[config.mk]
export PLATFORM = sky130hd
export DESIGN_NAME = sltc_core
export DESIGN_NICKNAME = d
export VERILOG_FILES = /design/src/verilog/sltc_pkg.sv /design/src/verilog/sltc_core.sv
export SDC_FILE = /design/constraint.sdc
export NUM_CORES = 1
export LEC_CHECK = 0
export ABC_AREA = 1
export CAP_MARGIN = 20
export CELL_PAD_IN_SITES_DETAIL_PLACEMENT = 1
export CELL_PAD_IN_SITES_GLOBAL_PLACEMENT = 1
export CORE_ASPECT_RATIO = 0.9
export CORE_MARGIN = 8
export CORE_UTILIZATION = 50
export CTS_CLUSTER_SIZE = 40
export DETAILED_ROUTE_END_ITERATION = 6
export DONT_BUFFER_PORTS = 1
export HOLD_SLACK_MARGIN = 0.03
export PLACE_DENSITY = 0.84
export SLEW_MARGIN = 20
export SYNTH_ARGS = -nofsm -noshare
export SYNTH_HDL_FRONTEND = slang
export SYNTH_SLANG_ARGS = --single-unit
[constraint.sdc]
create_clock -name i_sys_clk -period 3.4 [get_ports i_sys_clk]
set_input_delay 1.02 -clock i_sys_clk [delete_from_list [all_inputs] [get_ports i_sys_clk]]
set_output_delay 1.02 -clock i_sys_clk [all_outputs]
set_load 0.02 [all_outputs]
[src/verilog/sltc_pkg.sv]
package sltc_pkg;

	// ----------------------------------------------------------------
	// Register map
	// ----------------------------------------------------------------
	localparam int          ADDR_W        = 9;
	localparam logic [8:0]  ADDR_PS       = 9'h10E;
	localparam logic [8:0]  ADDR_CTRL     = 9'h10F;
	localparam logic [8:0]  ADDR_PIX_LO   = 9'h110;
	localparam logic [8:0]  ADDR_PIX_HI   = 9'h11F;
	localparam logic [8:0]  ADDR_STAT     = 9'h120;
	localparam logic [8:0]  ADDR_MASK     = 9'h121;
	localparam logic [7:0]  CTRL_RST      = 8'h00;
	localparam logic [3:0]  PS_RST        = 4'h0;
	localparam logic [7:0]  CTRL_WMASK    = 8'hDF;
	localparam logic [7:0]  RD_UNMAPPED   = 8'h00;

	// ----------------------------------------------------------------
	// Control field positions
	// ----------------------------------------------------------------
	localparam int BIT_EN    = 7;
	localparam int BIT_SLP   = 6;
	localparam int BIT_BIAS_GENERATOR_ON  = 4;
	localparam int SRC_HI    = 3;
	localparam int SRC_LO    = 2;
	localparam int MUX_HI    = 1;
	localparam int MUX_LO    = 0;

	// ----------------------------------------------------------------
	// Timing source, multiplex and frame constants
	// ----------------------------------------------------------------
	localparam logic [1:0]  SRC_SYS       = 2'h0;
	localparam logic [1:0]  SRC_TMR1      = 2'h1;
	localparam logic [7:0]  SYS_DIV_LAST  = 8'hFF;
	localparam logic [7:0]  PHASE_STATIC  = 8'h80;
	localparam logic [7:0]  PHASE_TWO     = 8'h40;
	localparam logic [7:0]  PHASE_THREE   = 8'h20;
	localparam logic [7:0]  PHASE_FOUR    = 8'h20;
	localparam int          NUM_SEG       = 32;
	localparam int          NUM_COM       = 4;
	localparam int          NUM_PIX_REG   = 16;
	localparam int          STAT_FRAME    = 0;

	typedef enum logic [1:0] {
		SLTC_OFF  = 2'b00,
		SLTC_RUN  = 2'b01,
		SLTC_HOLD = 2'b10
	} sltc_mode_t;

	typedef struct packed {
		logic [8:0] addr;
		logic [7:0] wdata;
		logic       wr;
		logic       rd;
	} sltc_bus_t;

	typedef struct packed {
		sltc_mode_t                 mode;
		logic [7:0]                 ctrl;
		logic [3:0]                 ps;
		logic [15:0][7:0]           pix;
		logic                       stat;
		logic                       mask;
		logic [2:0]                 t1_s;
		logic [2:0]                 rc_s;
		logic [7:0]                 div;
		logic [3:0]                 pre;
		logic [7:0]                 ph;
		logic [1:0]                 com_idx;
		logic [3:0]                 com;
		logic [31:0]                seg;
		logic                       frame_start;
		logic                       irq;
		logic                       rc_en;
		logic                       bias_on;
		logic [7:0]                 rd_data;
	} sltc_state_t;

endpackage

[src/verilog/sltc_core.sv]
// How it works
// Panel drives only while the drive enable bit is one.
// Sleep halt select one stops the module during processor sleep.
// Voltage generator bit powers the internal bias generator up or down.
// Source field: 00 system clock over 256, 01 Timer1, 1x RC.
// Common field: 00 static, 01/10/11 two, three, four commons.
// At most 32 segments, one fewer per extra common.
// Prescale register holds four bits; upper four read zero.
// Static, two and four common frame is source over 128 times (value+1).
// Three common frame is source over 96 times (value+1).
// Sixteen byte-wide pixel registers feed the waveform generator.
// Data bit one drives pixel dark, zero drives it clear.
// Reset clears control and prescale registers to zero.
// A frame starts at the leading edge of the first common.
// Frame flag sets once the last common's pixel data is fetched.
// RC source is powered only while selected and drive is enabled.
// Disabled drive holds counters idle; enable restarts at first common.
//
// Chosen here: the plain strobed port.
module sltc_core (
	// Clock and reset
	input  wire logic        i_sys_clk,
	input  wire logic        i_srst,
	// Register port
	input  wire logic [8:0]  i_addr,
	input  wire logic [7:0]  i_wdata,
	input  wire logic        i_wr,
	input  wire logic        i_rd,
	output logic      [7:0]  o_rd_data,
	// Core and timing sources
	input  wire logic        i_sleep,
	input  wire logic        i_tmr1_clk,
	input  wire logic        i_rc_clk,
	// Panel side
	output logic      [3:0]  o_com,
	output logic      [31:0] o_seg,
	output logic             o_frame_start,
	output logic             o_bias_gen_on,
	output logic             o_rc_osc_enable,
	// Interrupt
	output logic             o_irq
);

	// ----------------------------------------------------------------
	// Helpers
	// ----------------------------------------------------------------
	function automatic logic [7:0] phase_len(input logic [1:0] mux);
		case (mux)
			2'h0:    phase_len = sltc_pkg::PHASE_STATIC;
			2'h1:    phase_len = sltc_pkg::PHASE_TWO;
			2'h2:    phase_len = sltc_pkg::PHASE_THREE;
			default: phase_len = sltc_pkg::PHASE_FOUR;
		endcase
	endfunction

	// Segments above the usable count are forced clear.
	function automatic logic [31:0] seg_mask(input logic [1:0] mux);
		seg_mask = {32{1'b1}} >> mux;
	endfunction

	sltc_pkg::sltc_state_t st;
	sltc_pkg::sltc_state_t next_st;
	sltc_pkg::sltc_bus_t   bus;
	logic [31:0]           com_row [sltc_pkg::NUM_COM];

	assign bus = '{addr: i_addr, wdata: i_wdata, wr: i_wr, rd: i_rd};

	// Each common owns four consecutive pixel registers.
	genvar g;
	generate
		for (g = 0; g < sltc_pkg::NUM_COM; g++) begin : g_row
			assign com_row[g] = {st.pix[4*g+3], st.pix[4*g+2], st.pix[4*g+1],
				st.pix[4*g]};
		end
	endgenerate

	// ----------------------------------------------------------------
	// Next state
	// ----------------------------------------------------------------
	logic [1:0] src;
	logic [1:0] mux;
	logic       tick;
	logic       en;
	logic       halt;
	logic       wrap;
	logic [1:0] new_idx;
	logic       fetch;

	always_comb begin
		next_st = st;
		src = st.ctrl[sltc_pkg::SRC_HI:sltc_pkg::SRC_LO];
		mux = st.ctrl[sltc_pkg::MUX_HI:sltc_pkg::MUX_LO];
		en = st.ctrl[sltc_pkg::BIT_EN];
		wrap = 1'b0;
		new_idx = st.com_idx;
		fetch = 1'b0;
		next_st.frame_start = 1'b0;

		// Pin sources are synchronised before any edge detection.
		next_st.t1_s = {st.t1_s[1:0], i_tmr1_clk};
		next_st.rc_s = {st.rc_s[1:0], i_rc_clk};
		next_st.div = st.div + 8'h01;
		if (src == sltc_pkg::SRC_SYS) begin
			tick = (st.div == sltc_pkg::SYS_DIV_LAST);
		end else if (src == sltc_pkg::SRC_TMR1) begin
			tick = st.t1_s[1] & ~st.t1_s[2];
		end else begin
			tick = st.rc_s[1] & ~st.rc_s[2];
		end

		// The system clock stops in sleep, so that source halts as well.
		halt = i_sleep & (st.ctrl[sltc_pkg::BIT_SLP] | (src == sltc_pkg::SRC_SYS));

		if (!en) begin
			next_st.mode = sltc_pkg::SLTC_OFF;
			next_st.pre = '0;
			next_st.ph = '0;
			next_st.com_idx = '0;
		end else if (halt) begin
			next_st.mode = sltc_pkg::SLTC_HOLD;
		end else if (st.mode != sltc_pkg::SLTC_RUN) begin
			next_st.mode = sltc_pkg::SLTC_RUN;
			fetch = 1'b1;
		end else if (tick) begin
			if (st.pre >= st.ps) begin
				next_st.pre = '0;
				if (st.ph >= phase_len(mux) - 8'h01) begin // see R8
					next_st.ph = '0;
					wrap = 1'b1;
				end else begin
					next_st.ph = st.ph + 8'h01;
				end
			end else begin
				next_st.pre = st.pre + 4'h1;
			end
		end

		if (wrap) begin
			new_idx = (st.com_idx >= mux) ? 2'h0 : st.com_idx + 2'h1;
			fetch = 1'b1;
		end
		if (fetch) begin
			next_st.com_idx = new_idx;
			next_st.seg = com_row[new_idx] & seg_mask(mux); // see R11
			next_st.frame_start = (new_idx == 2'h0);
		end

		if (next_st.mode == sltc_pkg::SLTC_RUN) begin
			next_st.com = 4'h1 << next_st.com_idx;
		end else begin
			next_st.com = '0;
			next_st.seg = '0;
		end

		// Register port.
		next_st.rd_data = sltc_pkg::RD_UNMAPPED;
		if (bus.wr) begin
			if (bus.addr == sltc_pkg::ADDR_CTRL) begin
				next_st.ctrl = bus.wdata & sltc_pkg::CTRL_WMASK;
			end else if (bus.addr == sltc_pkg::ADDR_PS) begin
				next_st.ps = bus.wdata[3:0];
			end else if (bus.addr >= sltc_pkg::ADDR_PIX_LO && bus.addr <= sltc_pkg::ADDR_PIX_HI) begin
				next_st.pix[bus.addr[3:0]] = bus.wdata;
			end else if (bus.addr == sltc_pkg::ADDR_MASK) begin
				next_st.mask = bus.wdata[sltc_pkg::STAT_FRAME];
			end
		end
		if (bus.rd) begin
			if (bus.addr == sltc_pkg::ADDR_CTRL) begin
				next_st.rd_data = st.ctrl;
			end else if (bus.addr == sltc_pkg::ADDR_PS) begin
				next_st.rd_data = {4'h0, st.ps};
			end else if (bus.addr >= sltc_pkg::ADDR_PIX_LO && bus.addr <= sltc_pkg::ADDR_PIX_HI) begin
				next_st.rd_data = st.pix[bus.addr[3:0]];
			end else if (bus.addr == sltc_pkg::ADDR_STAT) begin
				next_st.rd_data = {7'h00, st.stat};
				next_st.stat = 1'b0;
			end else if (bus.addr == sltc_pkg::ADDR_MASK) begin
				next_st.rd_data = {7'h00, st.mask};
			end
		end
		// A fetch of the last common's data sets the flag; set beats the read clear.
		if (fetch && new_idx == mux) begin
			next_st.stat = 1'b1;
		end

		next_st.irq = next_st.stat & next_st.mask;
		next_st.bias_on = next_st.ctrl[sltc_pkg::BIT_BIAS_GENERATOR_ON];
		next_st.rc_en = next_st.ctrl[sltc_pkg::BIT_EN] &
			next_st.ctrl[sltc_pkg::SRC_HI];
	end

	// ----------------------------------------------------------------
	// State register
	// ----------------------------------------------------------------
	always_ff @(posedge i_sys_clk) begin
		if (i_srst) begin
			st <= '0;
			st.ctrl <= sltc_pkg::CTRL_RST;
			st.ps <= sltc_pkg::PS_RST;
			st.mode <= sltc_pkg::SLTC_OFF;
		end else begin
			st <= next_st;
		end
	end

	assign o_rd_data = st.rd_data;
	assign o_com = st.com;
	assign o_seg = st.seg;
	assign o_frame_start = st.frame_start;
	assign o_bias_gen_on = st.bias_on;
	assign o_rc_osc_enable = st.rc_en;
	assign o_irq = st.irq;

	// ----------------------------------------------------------------
	// Checks
	// ----------------------------------------------------------------
	chk_drive_off: assert property (@(posedge i_sys_clk) disable iff (i_srst)
		!st.ctrl[sltc_pkg::BIT_EN] |=> (o_com == 4'h0) && (o_seg == 32'h0))
		else $error("panel driven while drive disabled");

	chk_sleep_halt: assert property (@(posedge i_sys_clk) disable iff (i_srst)
		(i_sleep && st.ctrl[sltc_pkg::BIT_SLP]) |=> (o_com == 4'h0))
		else $error("commons driven during halting sleep");

	chk_bias_write: assert property (@(posedge i_sys_clk) disable iff (i_srst)
		(i_wr && i_addr == sltc_pkg::ADDR_CTRL) |=> (o_bias_gen_on == $past(i_wdata[4])))
		else $error("bias generator does not follow control write");

	chk_ps_upper: assert property (@(posedge i_sys_clk) disable iff (i_srst)
		(i_rd && i_addr == sltc_pkg::ADDR_PS) |=> (o_rd_data[7:4] == 4'h0))
		else $error("prescale upper bits not zero");

	chk_rc_power: assert property (@(posedge i_sys_clk) disable iff (i_srst)
		o_rc_osc_enable |-> (st.ctrl[7] && st.ctrl[3]))
		else $error("RC source powered while unused");

	chk_seg_limit: assert property (@(posedge i_sys_clk) disable iff (i_srst)
		(o_seg & ~seg_mask(st.ctrl[1:0])) == 32'h0 || $changed(st.ctrl[1:0]))
		else $error("segment beyond usable count driven");

	chk_frame_first_common_line: assert property (@(posedge i_sys_clk) disable iff (i_srst)
		o_frame_start |-> (o_com == 4'h1))
		else $error("frame start not on first common");

	chk_reset_clear: assert property (@(posedge i_sys_clk)
		$past(i_srst) |-> (st.ctrl == 8'h00 && st.ps == 4'h0 && o_com == 4'h0))
		else $error("registers not cleared by reset");

	chk_phase_bound: assert property (@(posedge i_sys_clk) disable iff (i_srst)
		st.ph < phase_len(st.ctrl[1:0]) || $changed(st.ctrl[1:0]))
		else $error("phase counter beyond phase length");

	chk_enable_start: assert property (@(posedge i_sys_clk) disable iff (i_srst)
		(st.mode == sltc_pkg::SLTC_OFF && st.ctrl[7] && !i_sleep) |=> o_frame_start)
		else $error("enable does not restart at first common");

endmodule // sltc_core

# == After elaboration in Yosys (flattened, before gate mapping) ==
# Index checks and enable logic that the tools add are counted.
# totals
ff_bits,219
in_bits,24
out_inout_bits,48
word_cells,152
# classes
add_sub_neg,5
magnitude_cmp,8
n_eq_ne,10
shift,2
n_mux,57
bitwise,18
n_reduce_logical,16
# op_table
operator,count
two-way mux 128 bit,2
two-way mux 140 bit,1
two-way mux 132 bit,1
bitwise mux 128 bit,1
two-way mux 8 bit,12
binary-select mux 32 bit (select 2 bit),1
two-way mux 32 bit,2
equality test 9 bit (second input constant),4
AND 32 bit,1
binary-select mux 8 bit (select 4 bit),1
demux 8 bit (select 4 bit),1
>> shifter 32 x 2 -> 32 bit (first input constant),1
two-way mux 1 bit,25
adder 8 x 1 -> 8 bit (second input constant),2
case mux 8 bit (2 select lines),1
two-way mux 2 bit,7
inverter 1 bit,10
>= comparator 9 bit (second input constant),1
less-or-equal comparator 9 bit (second input constant),1
equality test 8 bit (second input constant),1
>= comparator 8 bit,1
two-way mux 4 bit,2
AND reduction 4 bit,2
OR reduction 2 bit,4
other kinds (20),31

# == Depth between registers and ports, before layout ==
# logic_depth
word_depth,22
mapped_depth,18
depth_no_buf,17

# == Worst setup path after synthesis ==
# OpenSTA, ideal clock, no wires.
# synth_timing
path_type,input to register
from,input i_addr[7]
to,register st (netlist bit com_row[126])
setup_ns,0.119
arrival_time_ns,2.435
required_ns,3.281
path_slack_ns,0.845
cell_stages,10
path_buffers,1
path_cell_list,or2_1 -> nor4_4 -> inv_2 -> nor2_8 -> inv_2 -> nor2_1 -> nand2_1 -> buf_2 -> o21ai_0 -> a21oi_1
# synth_between
elab_chain_len,3
elab_cells_between_ends,8
classes_between,2 x order compare; 2 x eq/ne; 2 x bitwise; 2 x reduce/logical
# synth_rtl
element,line,text
from (decl),sltc_core.sv:25,"input wire logic [8:0] i_addr,"
">= comparator 9 bit, or another cell as far along",sltc_core.sv:162,end else if (bus.addr >= sltc_pkg::ADDR_PIX_LO && bus.addr <= sltc_pkg::ADDR_PIX_HI) begin
logical AND 1 bit / inverter 1 bit (equally long branches),-,
AND reduction 4 bit (no line) (*),-,
to (signal assigned),sltc_core.sv:203,st <= next_st;
to (decl),sltc_core.sv:61,sltc_pkg::sltc_state_t st;
# Every way passes the cells marked *; elsewhere a longest branch is shown, timed or not.
# A chain may end at the register's enable or synchronous reset.

# == Final worst setup path ==
# layout_timing
from,register st (netlist bit mux[1])
to,register st (netlist bit o_seg[0])
# layout_between
elab_chain_len,21
elab_cells_between_ends,26
classes_between,1 x add/sub; 2 x order compare; 1 x eq/ne; 1 x shift; 18 x mux; 2 x bitwise; 1 x reduce/logical
# layout_rtl
element,line,text
equality test 2 x 1 -> 1 bit / zero test 2 bit (equally long branches),sltc_core.sv:48,case (mux)
case mux 8 bit (2 select lines),sltc_core.sv:48,
two-way mux 8 bit,sltc_core.sv:125,if (st.pre >= st.ps) begin
two-way mux 8 bit,sltc_core.sv:124,end else if (tick) begin
two-way mux 8 bit,sltc_core.sv:121,end else if (st.mode != sltc_pkg::SLTC_RUN) begin
two-way mux 8 bit,sltc_core.sv:119,end else if (halt) begin
two-way mux 8 bit,sltc_core.sv:114,if (!en) begin
subtractor 8 x 1 -> 8 bit,sltc_core.sv:127,if (st.ph >= phase_len(mux) - 8'h01) begin
[... 4 more ...],-,
two-way mux 1 bit,sltc_core.sv:121,
two-way mux 1 bit,sltc_core.sv:119,
two-way mux 1 bit,sltc_core.sv:114,
two-way mux 2 bit,sltc_core.sv:138,if (wrap) begin
inverter 2 -> 3 bit (not written as such),sltc_core.sv:144,next_st.seg = com_row[new_idx] & seg_mask(mux);
binary-select mux 32 bit (select 2 bit),sltc_core.sv:144,
two-way mux 32 bit (not written as such) (2 in a row),sltc_core.sv:144,
AND 32 bit,sltc_core.sv:144,
# Parallel ways exist; a longest one is shown, timed or not. The select of a mux whose other input is x is not followed.

==> metrics.cfg <==
[outcome]
run_status = finished, final reports clean

[clock_network]
clock_sink_count = 218
cts_inserted_buffers = 25
clk_transition_reported_paths_ns = 0.06
cts_root_buf = clkbuf_16
htree_levels = 1
cts.repair_timing.setup_buffer_count = 0
clkLatencyLatePin_ns = 0.53
tritoncts_clock_tree = built
ctsLongestPathBuffers = 3

[synthesis]
average_instance_area_after_synthesis_um2 = 7.07
mappedNetlistArea_um2 = 10600
synth_flop_cell = dfxtp_1
share_of_synthesized_flip_flops_with_an_asynchronous_set_or_reset_pct = 0
ys_warn_count = 0
syn_nets = 1542
synth_seq_cells = 218
seq_area_frac_synth_pct = 41.0
synth_edf_count = 0
synthCells = 1506
ys_types = 46

[die]
floorplan.initialDensity_pct = 51.1
coreArea_um2 = 20800
floorplan.die_area_um2 = 26200
die_w_um = 170
floorplan.die.height_um = 154
io-pin-count = 72
number_of_rows_in_the_core_area = 50

[drt]
totalWireLength_mm = 36.6
routed-via-count = 10200
drt_iter0_drcs = 776
detail_route.vias_per_cell = 5.81
drtAntennaViolNets = 0
drt_first_pass_iters = 5
route.detailed.wl_per_inst_um = 20.9
remaining_drc_errors = 0

[power]
cellLeakagePower_nw = 4.74
design_power_total_mw = 5.47
power.density_nw_per_um2 = 479
irDropWorstVdd_v = 0.000432

[sta]
final-hold-violation-count = 0
hold_ws_ns = 0.409
finalMaxSlewViolations = 0
worst_slew_pin_slew_ns = 0.696
highest_clock_rate_ghz = 0.326
timing.final.crit_share_pct = 90.3
grt_setup_unrepaired = no
clock_skew_ns = 0.0106
period_needed_ns = 3.07
slew_headroom_pct = 53.4
timing.setup.tns_ns = 0
finalSetupViolCount = 0

[global_routing]
vias_in_the_first_global_route = 10100
initial_antenna_violation_count = 1
remaining_global_route_overflow = 0
grt_pass1_wl_mm = 56.6
total_global_routing_track_utilization_pct = 27.3
pin_count_of_the_biggest_net_entering_global_routing = 59

[worst_setup_path]
critical_path.max_fanout = 30
timing.critical_path.arrival_ns = 3.50
end_kind = flip-flop
timing.rr.start = mux[1]
timing.critical_path.from_type = flip-flop
timing.critical_path.required_ns = 3.83
timing_worst_setup_path_type = flip-flop to flip-flop
startpoint = mux[1]

[placement]
dpl.hpwl_mm = 25.7
gpl.final_weighted_congestion = 0.912
placement.io_buffers = 0
placed_area_um2 = 10600

[layout]
most-common-layout-cells = 233 x inv_1, 228 x nand2_1, 218 x dfxtp_1, 213 x o21ai_0, 167 x a21oi_1
final_net_count = 1482
final_layout_size_suffix_gt1_share_pct = 7.72
antenna_cells = 0
area_growth_syn_to_layout_pct = 7.40
finish.utilization_pct = 54.9
layout.cells.most_common = inv_1
stdcell_area_um2 = 11400

[min_path]
holdCritPathClass = flip-flop to flip-flop
min_from = next_st[71]

[job]
timing.max_cap.violations = 0

-- registers in the layout, summed over array words and instances, names as in the netlist --
name,flops
o_frame_start,1
o_irq,1
src,2
en,1
st,34
next_st,4
o_rd_data,8
mux,2
o_seg,32
com_row,128
o_com,4
o_rc_osc_enable,1
-- final cells by class --
class                   count  area (um2)
inverters                 241         905
clock inverters             9        83.8
flip-flops and latches    218        4360
clock buffers              36         737
well taps                 286         358
fillers                  2741        9410
repair buffers             39         318
multi-input cells         921        4660
-- final timing paths --
path            endpoint  slack [ns]  cells past startpoint
max             o_seg[0]        0.33                     16
max reg2reg     o_seg[0]        0.33                     16
min          next_st[72]        0.41                      2
min reg2reg  next_st[72]        0.41                      2
-- worst max-delay path: stages, from the launching register on --
cell      delay, ns
dfxtp_1        0.35
nor2_1         0.24
inv_1          0.10
ha_1           0.28
nand2_1        0.06
inv_1          0.04
a21boi_0       0.15
nand2_1        0.25
nand3_4        0.22
nand2_4        0.10
nand2_4        0.29
buf_4          0.31
nand2_1        0.09
nand3_1        0.10
nand3_1        0.19
nand2_1        0.12
inv_1          0.04
-- routing by layer --
| metal | GRT usage [%] | wire length, um |
|---|---|---|
| met5 | 0 | 0 |
| met4 | 10.8 | 1390 |
| met3 | 5.65 | 3120 |
| met2 | 43.7 | 16600 |
| met1 | 35.4 | 15500 |
-- what timing repair did --
item / in CTS / in global routing
gates resized for setup: 0 / 1
hold buffers: 0 / 0
setup endpoints to repair: 0 / 1
-- cell usage after synthesis, types with 2 or more instances --
library cell / number / area share (%)
o22ai_1: 46 / 2.7
clkbuf_1: 37 / 1.3
nand2_4: 3 / 0.32
nand2_2: 4 / 0.24
nor2_1: 62 / 2.2
nor2_8: 2 / 0.38
a21boi_0: 2 / 0.14
o221ai_1: 2 / 0.16
buf_6: 2 / 0.21
o21ai_0: 213 / 10
a22oi_1: 2 / 0.14
nor4_1: 2 / 0.12
nor2_2: 8 / 0.47
inv_1: 233 / 8.2
a221oi_1: 3 / 0.25
a21oi_1: 167 / 7.9
buf_2: 26 / 1.2
inv_2: 3 / 0.11
ha_1: 12 / 1.4
a211oi_1: 2 / 0.14
nand3_1: 109 / 5.1
nor3b_1: 2 / 0.14
buf_4: 53 / 3.7
nand2_1: 229 / 8.1
nand3_4: 2 / 0.33
buf_1: 8 / 0.28
dfxtp_1: 218 / 41
nor3_4: 2 / 0.31
nand4_4: 2 / 0.40
o21ai_1: 11 / 0.52
nand4_1: 6 / 0.35
o2111ai_1: 5 / 0.41
nor3_1: 11 / 0.52
clkinv_1: 5 / 0.18
-- report_power, final --
part           leakage [nW]  internal [mW]  switching (mW)
Clock                 0.394           1.58            1.11
Combinational          2.59         0.0581           0.154
Sequential             1.76           2.56         0.00492
-- per-stage QoR --
stage	std cells	worst slack, ns
floorplan	1506	0.845
global placement	1705	0.472
detailed placement	1705	0.319
CTS	1750	0.336
global route	1750	0.0929
finish	1750	0.330
-- kinds of logic after synthesis --
kind of cell	synth area share [%]
AOI/OAI and AO/OA	22.9
xor gates and xnor gates	0.0823
other	0.0352
buffers and inverters	15.3
DFF	41.0
adders and majority gates	1.41
and+or+nand+nor	19.3
(Power assumes the default switching activity.)
